## src/pkg/icm_pkg.sv

```systemverilog
// constants, types and register map of the collision-checking i2c master
package icm_pkg;
    // avalon byte offsets, one word per register
    localparam logic [7:0] OFS_CTRL_ONE = 8'h00;
    localparam logic [7:0] OFS_CTRL_TWO = 8'h04;
    localparam logic [7:0] OFS_STATUS = 8'h08;
    localparam logic [7:0] OFS_BUFFER = 8'h0c;
    localparam logic [7:0] OFS_ADDR = 8'h10;
    localparam logic [7:0] OFS_IRQ_STAT = 8'h18;
    localparam logic [7:0] OFS_IRQ_MASK = 8'h1c;
    // control one fields
    localparam int CT1_ENABLE = 5;
    localparam int CT1_MODE_LO = 0;
    localparam logic [3:0] MODE_MASTER = 4'h8;
    localparam logic [3:0] MODE_SLAVE_MASKED = 4'h6;
    // control two fields
    localparam int CT2_START = 0;
    localparam int CT2_RSTART = 1;
    localparam int CT2_STOP = 2;
    localparam int CT2_ACK = 4;
    // status fields
    localparam int STA_START_SEEN = 3;
    localparam int STA_STOP_SEEN = 4;
    // interrupt status and mask fields
    localparam int IRQ_SERIAL = 0;
    localparam int IRQ_COLLISION = 1;
    localparam int IRQ_BITS = 2;
    // reload field of the address register
    localparam int RELOAD_HI = 6;
    // reset values
    localparam logic [7:0] RST_REG = 8'h00;
    localparam logic [7:0] RST_MASK = 8'hff;
    localparam logic [6:0] RST_BRG = 7'h00;

    typedef enum {
        SEQ_IDLE,
        SEQ_RS_SDA,
        SEQ_RS_CNT1,
        SEQ_RS_SCL,
        SEQ_RS_CNT2,
        SEQ_RS_CNT3,
        SEQ_SP_SDA,
        SEQ_SP_SCL,
        SEQ_SP_CNT1,
        SEQ_SP_CNT2
    } icm_seq_t;

    // synchronised samples of the two bus lines and the previous scl sample
    typedef struct packed {
        logic sda_s1;
        logic sda_s2;
        logic scl_s1;
        logic scl_s2;
        logic scl_d;
    } icm_lines_t;

    typedef struct packed {
        icm_seq_t seq;
        logic [6:0] baud_rate_generator;
        icm_lines_t ln;
        logic sda_drv;
        logic scl_drv;
        logic [7:0] ctrl1;
        logic [7:0] ctrl2;
        logic [7:0] stat;
        logic [7:0] buff;
        logic [7:0] addr;
        logic [7:0] msk;
        logic [IRQ_BITS-1:0] ist;
        logic [IRQ_BITS-1:0] imsk;
        logic ack;
        logic [31:0] rdata;
    } icm_state_t;
endpackage

```

## src/hdl/icm_master.sv

```systemverilog
// i2c master repeated start and stop sequencer with bus collision detection
// Behaviour
// - repeated start: sda low when scl rises is a collision.
// - repeated start: scl falling before we drive sda low is a collision.
// - after sda floats high, load reload bits 6:0, count, release scl, sample sda.
// - repeated start: sda low once scl reads high flags a collision.
// - sda high then reload and count; early sda fall is no collision.
// - scl fall during that count before sda driven is a collision.
// - count ends lines high: drive sda low, count again, then drive scl low.
// - stop: drive sda low, release scl, on scl high load and count.
// - stop: sda still low after count with sda released is a collision.
// - stop: scl low after release and before sda high is a collision.
// - address register is slave address or, in master mode, reload value.
// - mask register shares the address offset, reachable in masked slave mode.
// - in slave mode control two bits 5:1 are address mask bits.
// - any collision sets the collision flag and idles the port.
// - collision releases both lines and clears the sequence enable bits.
//
// The implementer's own choices: the register addresses and the Avalon-MM register port.
`timescale 1ns/1ps
module icm_master (
    // clock, reset, enable
    input wire logic sys_clk,
    input wire logic arst_n,
    input wire logic ce,
    // avalon-mm slave
    input wire logic [7:0] address,
    input wire logic read,
    input wire logic write,
    input wire logic [31:0] writedata,
    input wire logic [3:0] byteenable,
    output logic [31:0] readdata,
    output logic waitrequest,
    // serial data line, open drain
    input wire logic serial_data_line_in,
    output logic serial_data_line_out,
    output logic serial_data_line_oe,
    // serial clock line, open drain
    input wire logic serial_clock_line_in,
    output logic serial_clock_line_out,
    output logic serial_clock_line_oe,
    // interrupt
    output logic irq
);
    icm_pkg::icm_state_t s;
    icm_pkg::icm_state_t next_s;

    logic sda;
    logic scl;
    logic scl_rise;
    logic scl_fall;
    logic master_on;
    logic masked_slave;
    logic coll;
    logic [icm_pkg::IRQ_BITS-1:0] ev;
    logic [icm_pkg::IRQ_BITS-1:0] clr;
    logic wr_lane;
    logic [7:0] rd_byte;

    // only the second flop of each synchroniser is looked at
    assign sda = s.ln.sda_s2;
    assign scl = s.ln.scl_s2;
    assign scl_rise = scl & ~s.ln.scl_d;
    assign scl_fall = ~scl & s.ln.scl_d;

    // mode decode from control one
    assign master_on = s.ctrl1[icm_pkg::CT1_ENABLE] &&
        (s.ctrl1[icm_pkg::CT1_MODE_LO +: 4] == icm_pkg::MODE_MASTER);
    assign masked_slave = s.ctrl1[icm_pkg::CT1_ENABLE] &&
        (s.ctrl1[icm_pkg::CT1_MODE_LO +: 4] == icm_pkg::MODE_SLAVE_MASKED);

    // handshake: every access waits until one cycle with ce high has passed
    assign waitrequest = (read | write) & ~s.ack;
    assign readdata = s.rdata;
    assign wr_lane = byteenable[0];

    // lines are open drain: only ever pulled low
    assign serial_data_line_out = 1'b0;
    assign serial_clock_line_out = 1'b0;
    assign serial_data_line_oe = s.sda_drv;
    assign serial_clock_line_oe = s.scl_drv;
    assign irq = |(s.ist & s.imsk);

    // read multiplexer, low byte only
    always_comb begin
        rd_byte = 8'h00;
        unique case (address)
            icm_pkg::OFS_CTRL_ONE: rd_byte = s.ctrl1;
            icm_pkg::OFS_CTRL_TWO: rd_byte = s.ctrl2;
            icm_pkg::OFS_STATUS: rd_byte = s.stat;
            icm_pkg::OFS_BUFFER: rd_byte = s.buff;
            icm_pkg::OFS_ADDR: begin
                // shared offset, the mask shows only in masked slave mode
                rd_byte = masked_slave ? s.msk : s.addr;
            end
            icm_pkg::OFS_IRQ_STAT: rd_byte = {6'h00, s.ist};
            icm_pkg::OFS_IRQ_MASK: rd_byte = {6'h00, s.imsk};
            default: rd_byte = 8'h00;
        endcase
    end

    // next state of the whole block
    always_comb begin
        next_s = s;
        coll = 1'b0;
        ev = '0;
        clr = '0;
        if (ce) begin
            // synchroniser chain and edge history
            next_s.ln.sda_s1 = serial_data_line_in;
            next_s.ln.sda_s2 = s.ln.sda_s1;
            next_s.ln.scl_s1 = serial_clock_line_in;
            next_s.ln.scl_s2 = s.ln.scl_s1;
            next_s.ln.scl_d = s.ln.scl_s2;

            // bus slave: capture read data, complete on the next edge
            if ((read | write) && !s.ack) begin
                next_s.ack = 1'b1;
                next_s.rdata = {24'h000000, rd_byte};
            end else if (s.ack) begin
                next_s.ack = 1'b0;
                if (read && address == icm_pkg::OFS_IRQ_STAT) begin
                    // clear only what was actually returned
                    clr = s.rdata[icm_pkg::IRQ_BITS-1:0];
                end
                if (write && wr_lane) begin
                    unique case (address)
                        icm_pkg::OFS_CTRL_ONE: begin
                            next_s.ctrl1 = writedata[7:0];
                        end
                        icm_pkg::OFS_CTRL_TWO: begin
                            // in slave mode bits 5:1 hold mask bits only
                            next_s.ctrl2 = writedata[7:0];
                        end
                        icm_pkg::OFS_BUFFER: begin
                            next_s.buff = writedata[7:0];
                        end
                        icm_pkg::OFS_ADDR: begin
                            if (masked_slave) begin
                                next_s.msk = writedata[7:0];
                            end else begin
                                next_s.addr = writedata[7:0];
                            end
                        end
                        icm_pkg::OFS_IRQ_MASK: begin
                            next_s.imsk = writedata[icm_pkg::IRQ_BITS-1:0];
                        end
                        default: begin
                            next_s.ctrl1 = next_s.ctrl1;
                        end
                    endcase
                end
            end

            // sequence engine, one baud tick per enabled cycle
            unique case (s.seq)
                icm_pkg::SEQ_IDLE: begin
                    // sequence bits act only in master mode, never in slave mode
                    if (master_on && s.ctrl2[icm_pkg::CT2_RSTART]) begin
                        next_s.sda_drv = 1'b0;
                        next_s.scl_drv = 1'b1;
                        next_s.stat[icm_pkg::STA_STOP_SEEN] = 1'b0;
                        next_s.seq = icm_pkg::SEQ_RS_SDA;
                    end else if (master_on && s.ctrl2[icm_pkg::CT2_STOP]) begin
                        next_s.sda_drv = 1'b1;
                        next_s.scl_drv = 1'b1;
                        next_s.seq = icm_pkg::SEQ_SP_SDA;
                    end
                end
                icm_pkg::SEQ_RS_SDA: begin
                    // sda released, wait for it to float high
                    if (sda) begin
                        next_s.baud_rate_generator = s.addr[icm_pkg::RELOAD_HI:0];
                        next_s.seq = icm_pkg::SEQ_RS_CNT1;
                    end
                end
                icm_pkg::SEQ_RS_CNT1: begin
                    if (s.baud_rate_generator == 7'h00) begin
                        next_s.scl_drv = 1'b0;
                        next_s.seq = icm_pkg::SEQ_RS_SCL;
                    end else begin
                        next_s.baud_rate_generator = s.baud_rate_generator - 7'h01;
                    end
                end
                icm_pkg::SEQ_RS_SCL: begin
                    // waits as long as a slave stretches the clock
                    if (scl) begin
                        if (!sda) begin
                            coll = 1'b1;
                        end else begin
                            next_s.baud_rate_generator = s.addr[icm_pkg::RELOAD_HI:0];
                            next_s.seq = icm_pkg::SEQ_RS_CNT2;
                        end
                    end
                end
                icm_pkg::SEQ_RS_CNT2: begin
                    // an early sda fall is another start, not a collision
                    if (scl_fall && !s.sda_drv) begin
                        coll = 1'b1;
                    end else if (s.baud_rate_generator == 7'h00) begin
                        next_s.sda_drv = 1'b1;
                        next_s.baud_rate_generator = s.addr[icm_pkg::RELOAD_HI:0];
                        next_s.seq = icm_pkg::SEQ_RS_CNT3;
                    end else begin
                        next_s.baud_rate_generator = s.baud_rate_generator - 7'h01;
                    end
                end
                icm_pkg::SEQ_RS_CNT3: begin
                    if (s.baud_rate_generator == 7'h00) begin
                        // scl is pulled low whatever its level
                        next_s.scl_drv = 1'b1;
                        next_s.ctrl2[icm_pkg::CT2_RSTART] = 1'b0;
                        next_s.stat[icm_pkg::STA_START_SEEN] = 1'b1;
                        ev[icm_pkg::IRQ_SERIAL] = 1'b1;
                        next_s.seq = icm_pkg::SEQ_IDLE;
                    end else begin
                        next_s.baud_rate_generator = s.baud_rate_generator - 7'h01;
                    end
                end
                icm_pkg::SEQ_SP_SDA: begin
                    if (!sda) begin
                        next_s.scl_drv = 1'b0;
                        next_s.seq = icm_pkg::SEQ_SP_SCL;
                    end
                end
                icm_pkg::SEQ_SP_SCL: begin
                    // clock arbitration: low here is a stretching slave
                    if (scl) begin
                        next_s.baud_rate_generator = s.addr[icm_pkg::RELOAD_HI:0];
                        next_s.seq = icm_pkg::SEQ_SP_CNT1;
                    end
                end
                icm_pkg::SEQ_SP_CNT1: begin
                    if (!scl) begin
                        coll = 1'b1;
                    end else if (s.baud_rate_generator == 7'h00) begin
                        next_s.sda_drv = 1'b0;
                        next_s.baud_rate_generator = s.addr[icm_pkg::RELOAD_HI:0];
                        next_s.seq = icm_pkg::SEQ_SP_CNT2;
                    end else begin
                        next_s.baud_rate_generator = s.baud_rate_generator - 7'h01;
                    end
                end
                icm_pkg::SEQ_SP_CNT2: begin
                    if (!scl && !sda) begin
                        coll = 1'b1;
                    end else if (s.baud_rate_generator == 7'h00) begin
                        if (!sda) begin
                            coll = 1'b1;
                        end else begin
                            next_s.stat[icm_pkg::STA_STOP_SEEN] = 1'b1;
                            next_s.stat[icm_pkg::STA_START_SEEN] = 1'b0;
                            next_s.ctrl2[icm_pkg::CT2_STOP] = 1'b0;
                            ev[icm_pkg::IRQ_SERIAL] = 1'b1;
                            next_s.seq = icm_pkg::SEQ_IDLE;
                        end
                    end else begin
                        next_s.baud_rate_generator = s.baud_rate_generator - 7'h01;
                    end
                end
            endcase

            // disabling the port mid sequence drops it silently
            if (!master_on && s.seq != icm_pkg::SEQ_IDLE) begin
                next_s.sda_drv = 1'b0;
                next_s.scl_drv = 1'b0;
                next_s.seq = icm_pkg::SEQ_IDLE;
            end

            // collision abort: lines free, enables cleared, port idle
            if (coll) begin
                ev[icm_pkg::IRQ_COLLISION] = 1'b1;
                next_s.sda_drv = 1'b0;
                next_s.scl_drv = 1'b0;
                next_s.ctrl2[icm_pkg::CT2_START] = 1'b0;
                next_s.ctrl2[icm_pkg::CT2_RSTART] = 1'b0;
                next_s.ctrl2[icm_pkg::CT2_STOP] = 1'b0;
                next_s.ctrl2[icm_pkg::CT2_ACK] = 1'b0;
                next_s.seq = icm_pkg::SEQ_IDLE;
            end

            // sticky flags: a new event wins over a read clear
            next_s.ist = (s.ist & ~clr) | ev;
        end
    end

    // single state register
    always_ff @(posedge sys_clk or negedge arst_n) begin
        if (!arst_n) begin
            s.seq <= icm_pkg::SEQ_IDLE;
            s.baud_rate_generator <= icm_pkg::RST_BRG;
            s.ln <= '1;
            s.sda_drv <= 1'b0;
            s.scl_drv <= 1'b0;
            s.ctrl1 <= icm_pkg::RST_REG;
            s.ctrl2 <= icm_pkg::RST_REG;
            s.stat <= icm_pkg::RST_REG;
            s.buff <= icm_pkg::RST_REG;
            s.addr <= icm_pkg::RST_REG;
            s.msk <= icm_pkg::RST_MASK;
            s.ist <= '0;
            s.imsk <= '0;
            s.ack <= 1'b0;
            s.rdata <= 32'h00000000;
        end else begin
            s <= next_s;
        end
    end
endmodule

```

## config.mk

```make
export PLATFORM = sky130hd
export DESIGN_NAME = icm_master
export DESIGN_NICKNAME = d
export VERILOG_FILES = /design/src/pkg/icm_pkg.sv /design/src/hdl/icm_master.sv
export SDC_FILE = /design/constraint.sdc
export NUM_CORES = 1
export LEC_CHECK = 0
export BUFFER_PORTS_ARGS = -buffer_cell sky130_fd_sc_hd__buf_2
export CAP_MARGIN = 20
export CORE_MARGIN = 2
export CORE_UTILIZATION = 57
export DETAILED_ROUTE_END_ITERATION = 8
export PLACE_DENSITY_LB_ADDON = 0.08
export SETUP_SLACK_MARGIN = 0.05
export SLEW_MARGIN = 20
export SYNTH_ARGS = -nofsm -noshare
export SYNTH_HDL_FRONTEND = slang
export SYNTH_SLANG_ARGS = --single-unit
```

## constraint.sdc

```tcl
create_clock -name sys_clk -period 3.3 [get_ports sys_clk]
set_input_delay 0.495 -clock sys_clk [delete_from_list [all_inputs] [get_ports sys_clk]]
set_output_delay 0.495 -clock sys_clk [all_outputs]
set_load 0.1 [all_outputs]
```

==> summary.md, run 1 <==
| Metric | Value |
|---|---|
| Run status | complete, no violations |
| Area post-placement | around 0.0045 mm2 |
| Power Total | roughly 0.0019 W |
| Core box area | about 0.0076 mm2 |
| Final period util | 0.712 |
| Critical Path End Type | flip-flop |
| Final Hold Vio Count | 0 |
| FF-to-FF setup slack | 950 ps |
| Clk root buf | clkbuf_8 |
| Worst Path Max Fanout | 27 |
| Logic pwr share | 0.124 |
| Die height | 92.4 um |
| Starting Density | 0.582 |
| Sw power | 0.000579 W |
| Final nets | 508 |
| Worst skew pair latency | 360 ps |
| Post-Place Cells | 546 |
| Critical Path RT | 3580 ps |
| Clock buffer depth | 2 |
| Peak supply drop | 0.295 mV |
| Post-Route WL | between 9 and 10 mm |
| Largest net degree at the start of global routing | 74 |
| Number of global-route vias before repair | approximately 3,200 |
| Dpl hpwl | 6.90 mm |
| Hold crit path type | input pin to async pin |
| CP arrival | 2630 ps |
| CTS tree | yes |
| Distinct cells, synth | 76 |
| First-pass GRT wire length | 15.9 mm |
| M1 WL | 4.48 mm |
| Antenna Nets Post-Route | 0 |
| Max Fclk | 0.426 GHz |
| DR pass1 iterations | 5 |
| Internal power | 0.00130 W |
| Number of clock sinks | 73 |
| Layout cell share with drive strength beyond 1 | 0.283 |
| EDFF count, synth | 0 |
| Worst-path clk slew | 80 ps |
| Cell Area, Synth | 0.00445 mm2 |
| Met2 wire len | 4.61 mm |
| Cell count after synthesis | around 440 |
| Finished Cell Area | 0.00469 mm2 |
| Unrepaired setup endpoints after global routing | no |
| Synth warnings | 0 |
| Vias | 3,333 |
| Syn-to-layout area delta | 5.40% |
| Mapped Avg Cell Area | just over 10 um2 |
| Inserted Diodes | 0 |
| Crit path time final | 2350 ps |
| CTS H-tree lvls | 3 |
| RD Place Congestion | a little under 0.9 |
| Met3 routed WL | approximately 470 um |
| Highest routed layer | met4 |
| Finish-stage setup viols | 0 |
| Main synth FF type | dfrtp_1 |
| Finished Layout Cells | 562 |
| WL/cell | 17.4 um |
| Sequential area share after synthesis | 0.414 |
| Post-CTS sizing | 0 |
| Initial antenna violation count | 0 |
| Total grt overflow | 0 |
| Max cap viols | 0 |
| Post-CTS Hold Fix Bufs | 0 |
| # IOs | 89 |
| Vias/cell | ~5.9 |
| Worst Skew | 8.06 ps |
| Seq pwr share | 0.496 |
| Die Wd | 92.4 um |
| DR iter-0 viols | ~150 |
| Final Slew Violations | 0 |
| Fillers | 670 |
| Startpoint Class | flip-flop |
| Relative slew slack | 0.393 |
| Ys async rst share | 1.00 |
| Setup TNS | 0 ps |
| Sw Share | 0.308 |
| Leak | 2.17 nW |
| Cell Pwr Density | 401 mW/mm2 |
| Total Routing Usage GR | 0.242 |
| Worst-margin pin slew | slightly above 900 ps |
| Clock Power Share | 0.380 |
| DR DRC count | 0 |
| Number of port buffers | 35 |
| TritonCTS buffer count | 9 |
| Die Footprint | 0.00853 mm2 |
| Setup Fix Bufs, Post-CTS | 0 |
| Yosys reg bits | 73 |
| Core Rows | 32 |
| CP Class | flip-flop to flip-flop |
==> power by group through the flow <==
stage / clock [W] / sequential (W) / combinational [W]
2_1_floorplan: 0 / 0.000938 / 0.000211
3_3_place_gp: 0 / 0.000947 / 0.000232
3_5_place_dp: 0 / 0.000947 / 0.000234
4_1_cts: 0.000726 / 0.000930 / 0.000234
5_1_grt: 0.000762 / 0.000933 / 0.000247
6_report: 0.000715 / 0.000931 / 0.000233
==> worst max-delay path: stages, from the launching register on <==
cell	delay, ps
dfrtp_1	840
or2b_1	350
a21oi_1	250
a21oi_2	220
nor4_1	360
a22oi_1	110
o21ai_1	140
==> worst paths after layout <==
check | from | endpoint | cells past startpoint
setup / recovery | s[102] | s[98] | 6
hold / removal | arst_n | s[101] | 1
setup reg to reg | s[102] | s[98] | 6
hold reg to reg | readdata[5] | readdata[5] | 2
max in group asynchronous | arst_n | s[46] | 1
min in group sys_clk | serial_data_line_in | s[91] | 2
==> logic make-up after synthesis <==
kind of cell    count (synthesis)  synth area share
compound gates                100             0.155
xor+xnor                        2           0.00394
fa+ha+maj                       2           0.00562
buf+inv                        66            0.0897
flops                          73             0.414
mux                            56             0.144
other cells                     1          0.000843
simple gates                  139             0.186
==> sequential cells by signal (all words and copies together) (netlist names) <==
register              cells
s                        61
sda                       1
readdata                  8
serial_clock_line_oe      1
scl                       1
serial_data_line_oe       1
==> layout by cell type, fill, tap and decap left out, types with 6 or more instances in the layout <==
cell type,instances
a22o_1,12
nor2_1,29
nor2b_1,6
inv_1,10
o21ai_0,21
clkbuf_8,9
a21oi_1,18
nand2_1,32
nand3_1,14
buf_2,34
and2_1,6
conb_1,26
dfrtp_1,60
mux2_2,44
mux2i_1,10
dfstp_2,13
==> metrics by stage <==
stage,util,setup WS (ps),hold slack (ps)
3_5_place_dp,0.588,851,471
2_1_floorplan,-,666,199
4_1_cts,0.613,943,299
5_1_grt,0.613,598,332
3_3_place_gp,0.588,932,462
6_report,0.613,950,234
==> per-layer routing <==
metal,track usage,vias to the layer above
met5,0,-
met4,0.0958,0
met3,0.0391,20
met2,0.382,90
met1,0.335,1651
li1,-,1572
==> synth_stat cells (4+ instances only) <==
cell | number | area share
and3_1 | 4 | 0.0056
nor3b_1 | 4 | 0.0067
nand3_1 | 14 | 0.016
mux2i_1 | 10 | 0.022
o2bb2ai_1 | 4 | 0.0079
buf_4 | 38 | 0.064
a21boi_0 | 4 | 0.0067
nand2_1 | 32 | 0.027
o21ai_0 | 21 | 0.024
and2_1 | 6 | 0.0084
nor2_1 | 29 | 0.024
inv_1 | 10 | 0.0084
mux2_2 | 44 | 0.11
buf_2 | 7 | 0.0079
o21ai_1 | 4 | 0.0045
a221oi_1 | 4 | 0.0079
a21oi_1 | 18 | 0.020
a22oi_1 | 4 | 0.0067
clkbuf_1 | 10 | 0.0084
nor3_1 | 4 | 0.0045
a22o_1 | 12 | 0.024
dfstp_2 | 13 | 0.077
dfrtp_1 | 60 | 0.34
nor2b_1 | 6 | 0.0084
==> final cells by class <==
cell class                      count  area, um2  share of cell area
Clock inverter                      5       63.8              0.0136
Timing Repair Buffer               36        185              0.0395
Multi-Input combinational cell    325       2300               0.491
Sequential cell                    73       1840               0.393
Tap cell                          102        128              0.0272
Inverter                           10       37.5             0.00800
Clock buffer                       11        131              0.0280
(Power assumes the default switching activity.)
==> inputs of run 2 (changes only) <==
- CORE_UTILIZATION: 57 -> 56
- clock period: 3.3 -> 2.26 ns (I/O delays scaled with it)
==> summary.md, run 2 (same netlist as run 1, synthesis figures left out) <==
| Metric | Value |
|---|---|
| Run status | complete, but fails checks |
| Failing checks | hold timing |
| Crit path time final | 2100 ps |
| Largest net degree at the start of global routing | 74 |
| Peak supply drop | 0.311 mV |
| Starting Density | 0.576 |
| Finish-stage setup viols | 0 |
| Layout cell share with drive strength beyond 1 | 0.335 |
| DR pass1 iterations | 4 |
| CP arrival | 2350 ps |
| Worst-margin pin slew | 499 ps |
| Number of clock sinks | 73 |
| Core Rows | 32 |
| CP Class | flip-flop to flip-flop |
| Commonest non-fill, non-tap cell in the layout | dfrtp_1 |
| Hold Slack | -14.3 ps |
| CTS H-tree lvls | 3 |
| Max cap viols | 0 |
| Largest Register | s |
| TritonCTS buffer count | 9 |
| Initial antenna violation count | 0 |
| CTS tree | yes |
| Cell Pwr Density | 568 mW/mm2 |
| Vias/cell | approximately 5.8 |
| DR DRC count | 0 |
| Critical Path RT | 2510 ps |
| First-pass GRT wire length | 16.6 mm |
| Final Hold Vio Count | 3 |
| Final period util | 0.928 |
| Die Wd | 93.1 um |
| Worst skew pair latency | 360 ps |
| Antenna Nets Post-Route | 0 |
| Worst-path clk slew | 90 ps |
| Max Fclk | 0.477 GHz |
| Syn-to-layout area delta | 10.4% |
| Leak | 2.30 nW |
| Vias | 3,394 |
| Worst Path Max Fanout | 9 |
| Critical Path Slowest Stage Cell | or4_1 |
| Worst Skew | 14.3 ps |
| Critical path, cell by cell | buf_4, or4_1, o31a_1, o21ai_2, nor4_1, a32o_1 |
| Setup TNS | 0 ps |
| Final nets | 531 |
| Die height | 93.1 um |
| Final Slew Violations | 0 |
| Power Total | 0.00279 W |
| Critical Path End Type | flip-flop |
| Inserted Diodes | 0 |
| # IOs | approximately 90 |
| Total Routing Usage GR | 0.251 |
| Startpoint Class | flip-flop |
| Core box area | 0.00773 mm2 |
| Most frequent cells in the layout | dfrtp_1, mux2_2, buf_2 |
| WL/cell | ~18 um |
| Post-Route WL | 10.2 mm |
| Flip-flop count of the largest register after layout | 61 |
| Clock buffer depth | 2 |
| Clk root buf | clkbuf_8 |
| Post-CTS Hold Fix Bufs | 0 |
| Number of port buffers | 35 |
| Total grt overflow | 0 |
| Die Footprint | 0.00867 mm2 |
| Finished Cell Area | between 0.004 and 0.005 mm2 |
| Number of global-route vias before repair | 3,291 |
| Hold crit path type | input pin to async pin |
| Unrepaired setup endpoints after global routing | yes |
| Dpl hpwl | 7.32 mm |
| Utilization after layout | 0.636 |
| Relative slew slack | 0.666 |
| DR iter-0 viols | 266 |
| Area post-placement | 0.00467 mm2 |
| CP peak stage delay | slightly below 600 ps |
| RD Place Congestion | about 0.86 |
[run 2: cell count changes in the layout (fill, tap and decap cells not counted), sizes merged]
cell,change
buf,+23
clkbuf,-1
inv,+1
[run 2: cell type report]
cell class	count	area, um2
Inverter	10	37.5
Clock buffer	10	138
Timing Repair Buffer	59	368
Clock inverter	6	65.1
Tap cell	102	128
Multi-Input combinational cell	325	2330
Sequential cell	73	1850
Fill cell	639	2820
[run 2: critical path, delay by kind of cell (launching register included)]
kind                   cells  cell delay [ps]
DFF                        1              470
and+or+nand+nor            2              700
buffers and inverters      1              170
AOI/OAI and AO/OA          3              650
[run 2: what timing repair did]
item	CTS	global route
endpoints found under the setup margin	0	14
resized for setup	0	7
hold endpoints to repair	0	0
buffers inserted	0	1
[run 2: final timing paths]
| check | startpoint | to | slack, ps | cells past startpoint |
|---|---|---|---|---|
| max | s[102] | s[102] | 160 | 6 |
| min | arst_n | serial_clock_line_oe | -10 | 2 |
| max reg2reg | s[102] | s[102] | 160 | 6 |
| min reg2reg | readdata[2] | readdata[2] | 480 | 2 |
| max in group asynchronous | arst_n | s[38] | 1920 | 2 |
| min in group sys_clk | serial_data_line_in | s[91] | 220 | 2 |
[run 2: per-stage QoR]
| stage | worst slack [ps] | std cells |
|---|---|---|
| finish | 162 | 585 |
| global route | 28.1 | 585 |
| CTS | 53.2 | 584 |
| floorplan | 154 | 464 |
| detailed placement | 74.1 | 568 |
| global placement | 158 | 568 |
[run 2: layer usage]
metal  track usage  up-vias  routed length [um]
met1         0.345     1664                4680
met2         0.397       94                4950
li1              -     1624                   -
met4        0.0797        0                 180
met5             0        -                   0
met3        0.0564       12                 441
[run 2: where the power goes]
| group | leakage [nW] | internal, W | switching [W] |
|---|---|---|---|
| registers | 0.947 | 0.00133 | 0.0000249 |
| clock network | 0.103 | 0.000544 | 0.000537 |
| logic | 1.25 | 0.0000537 | 0.000297 |
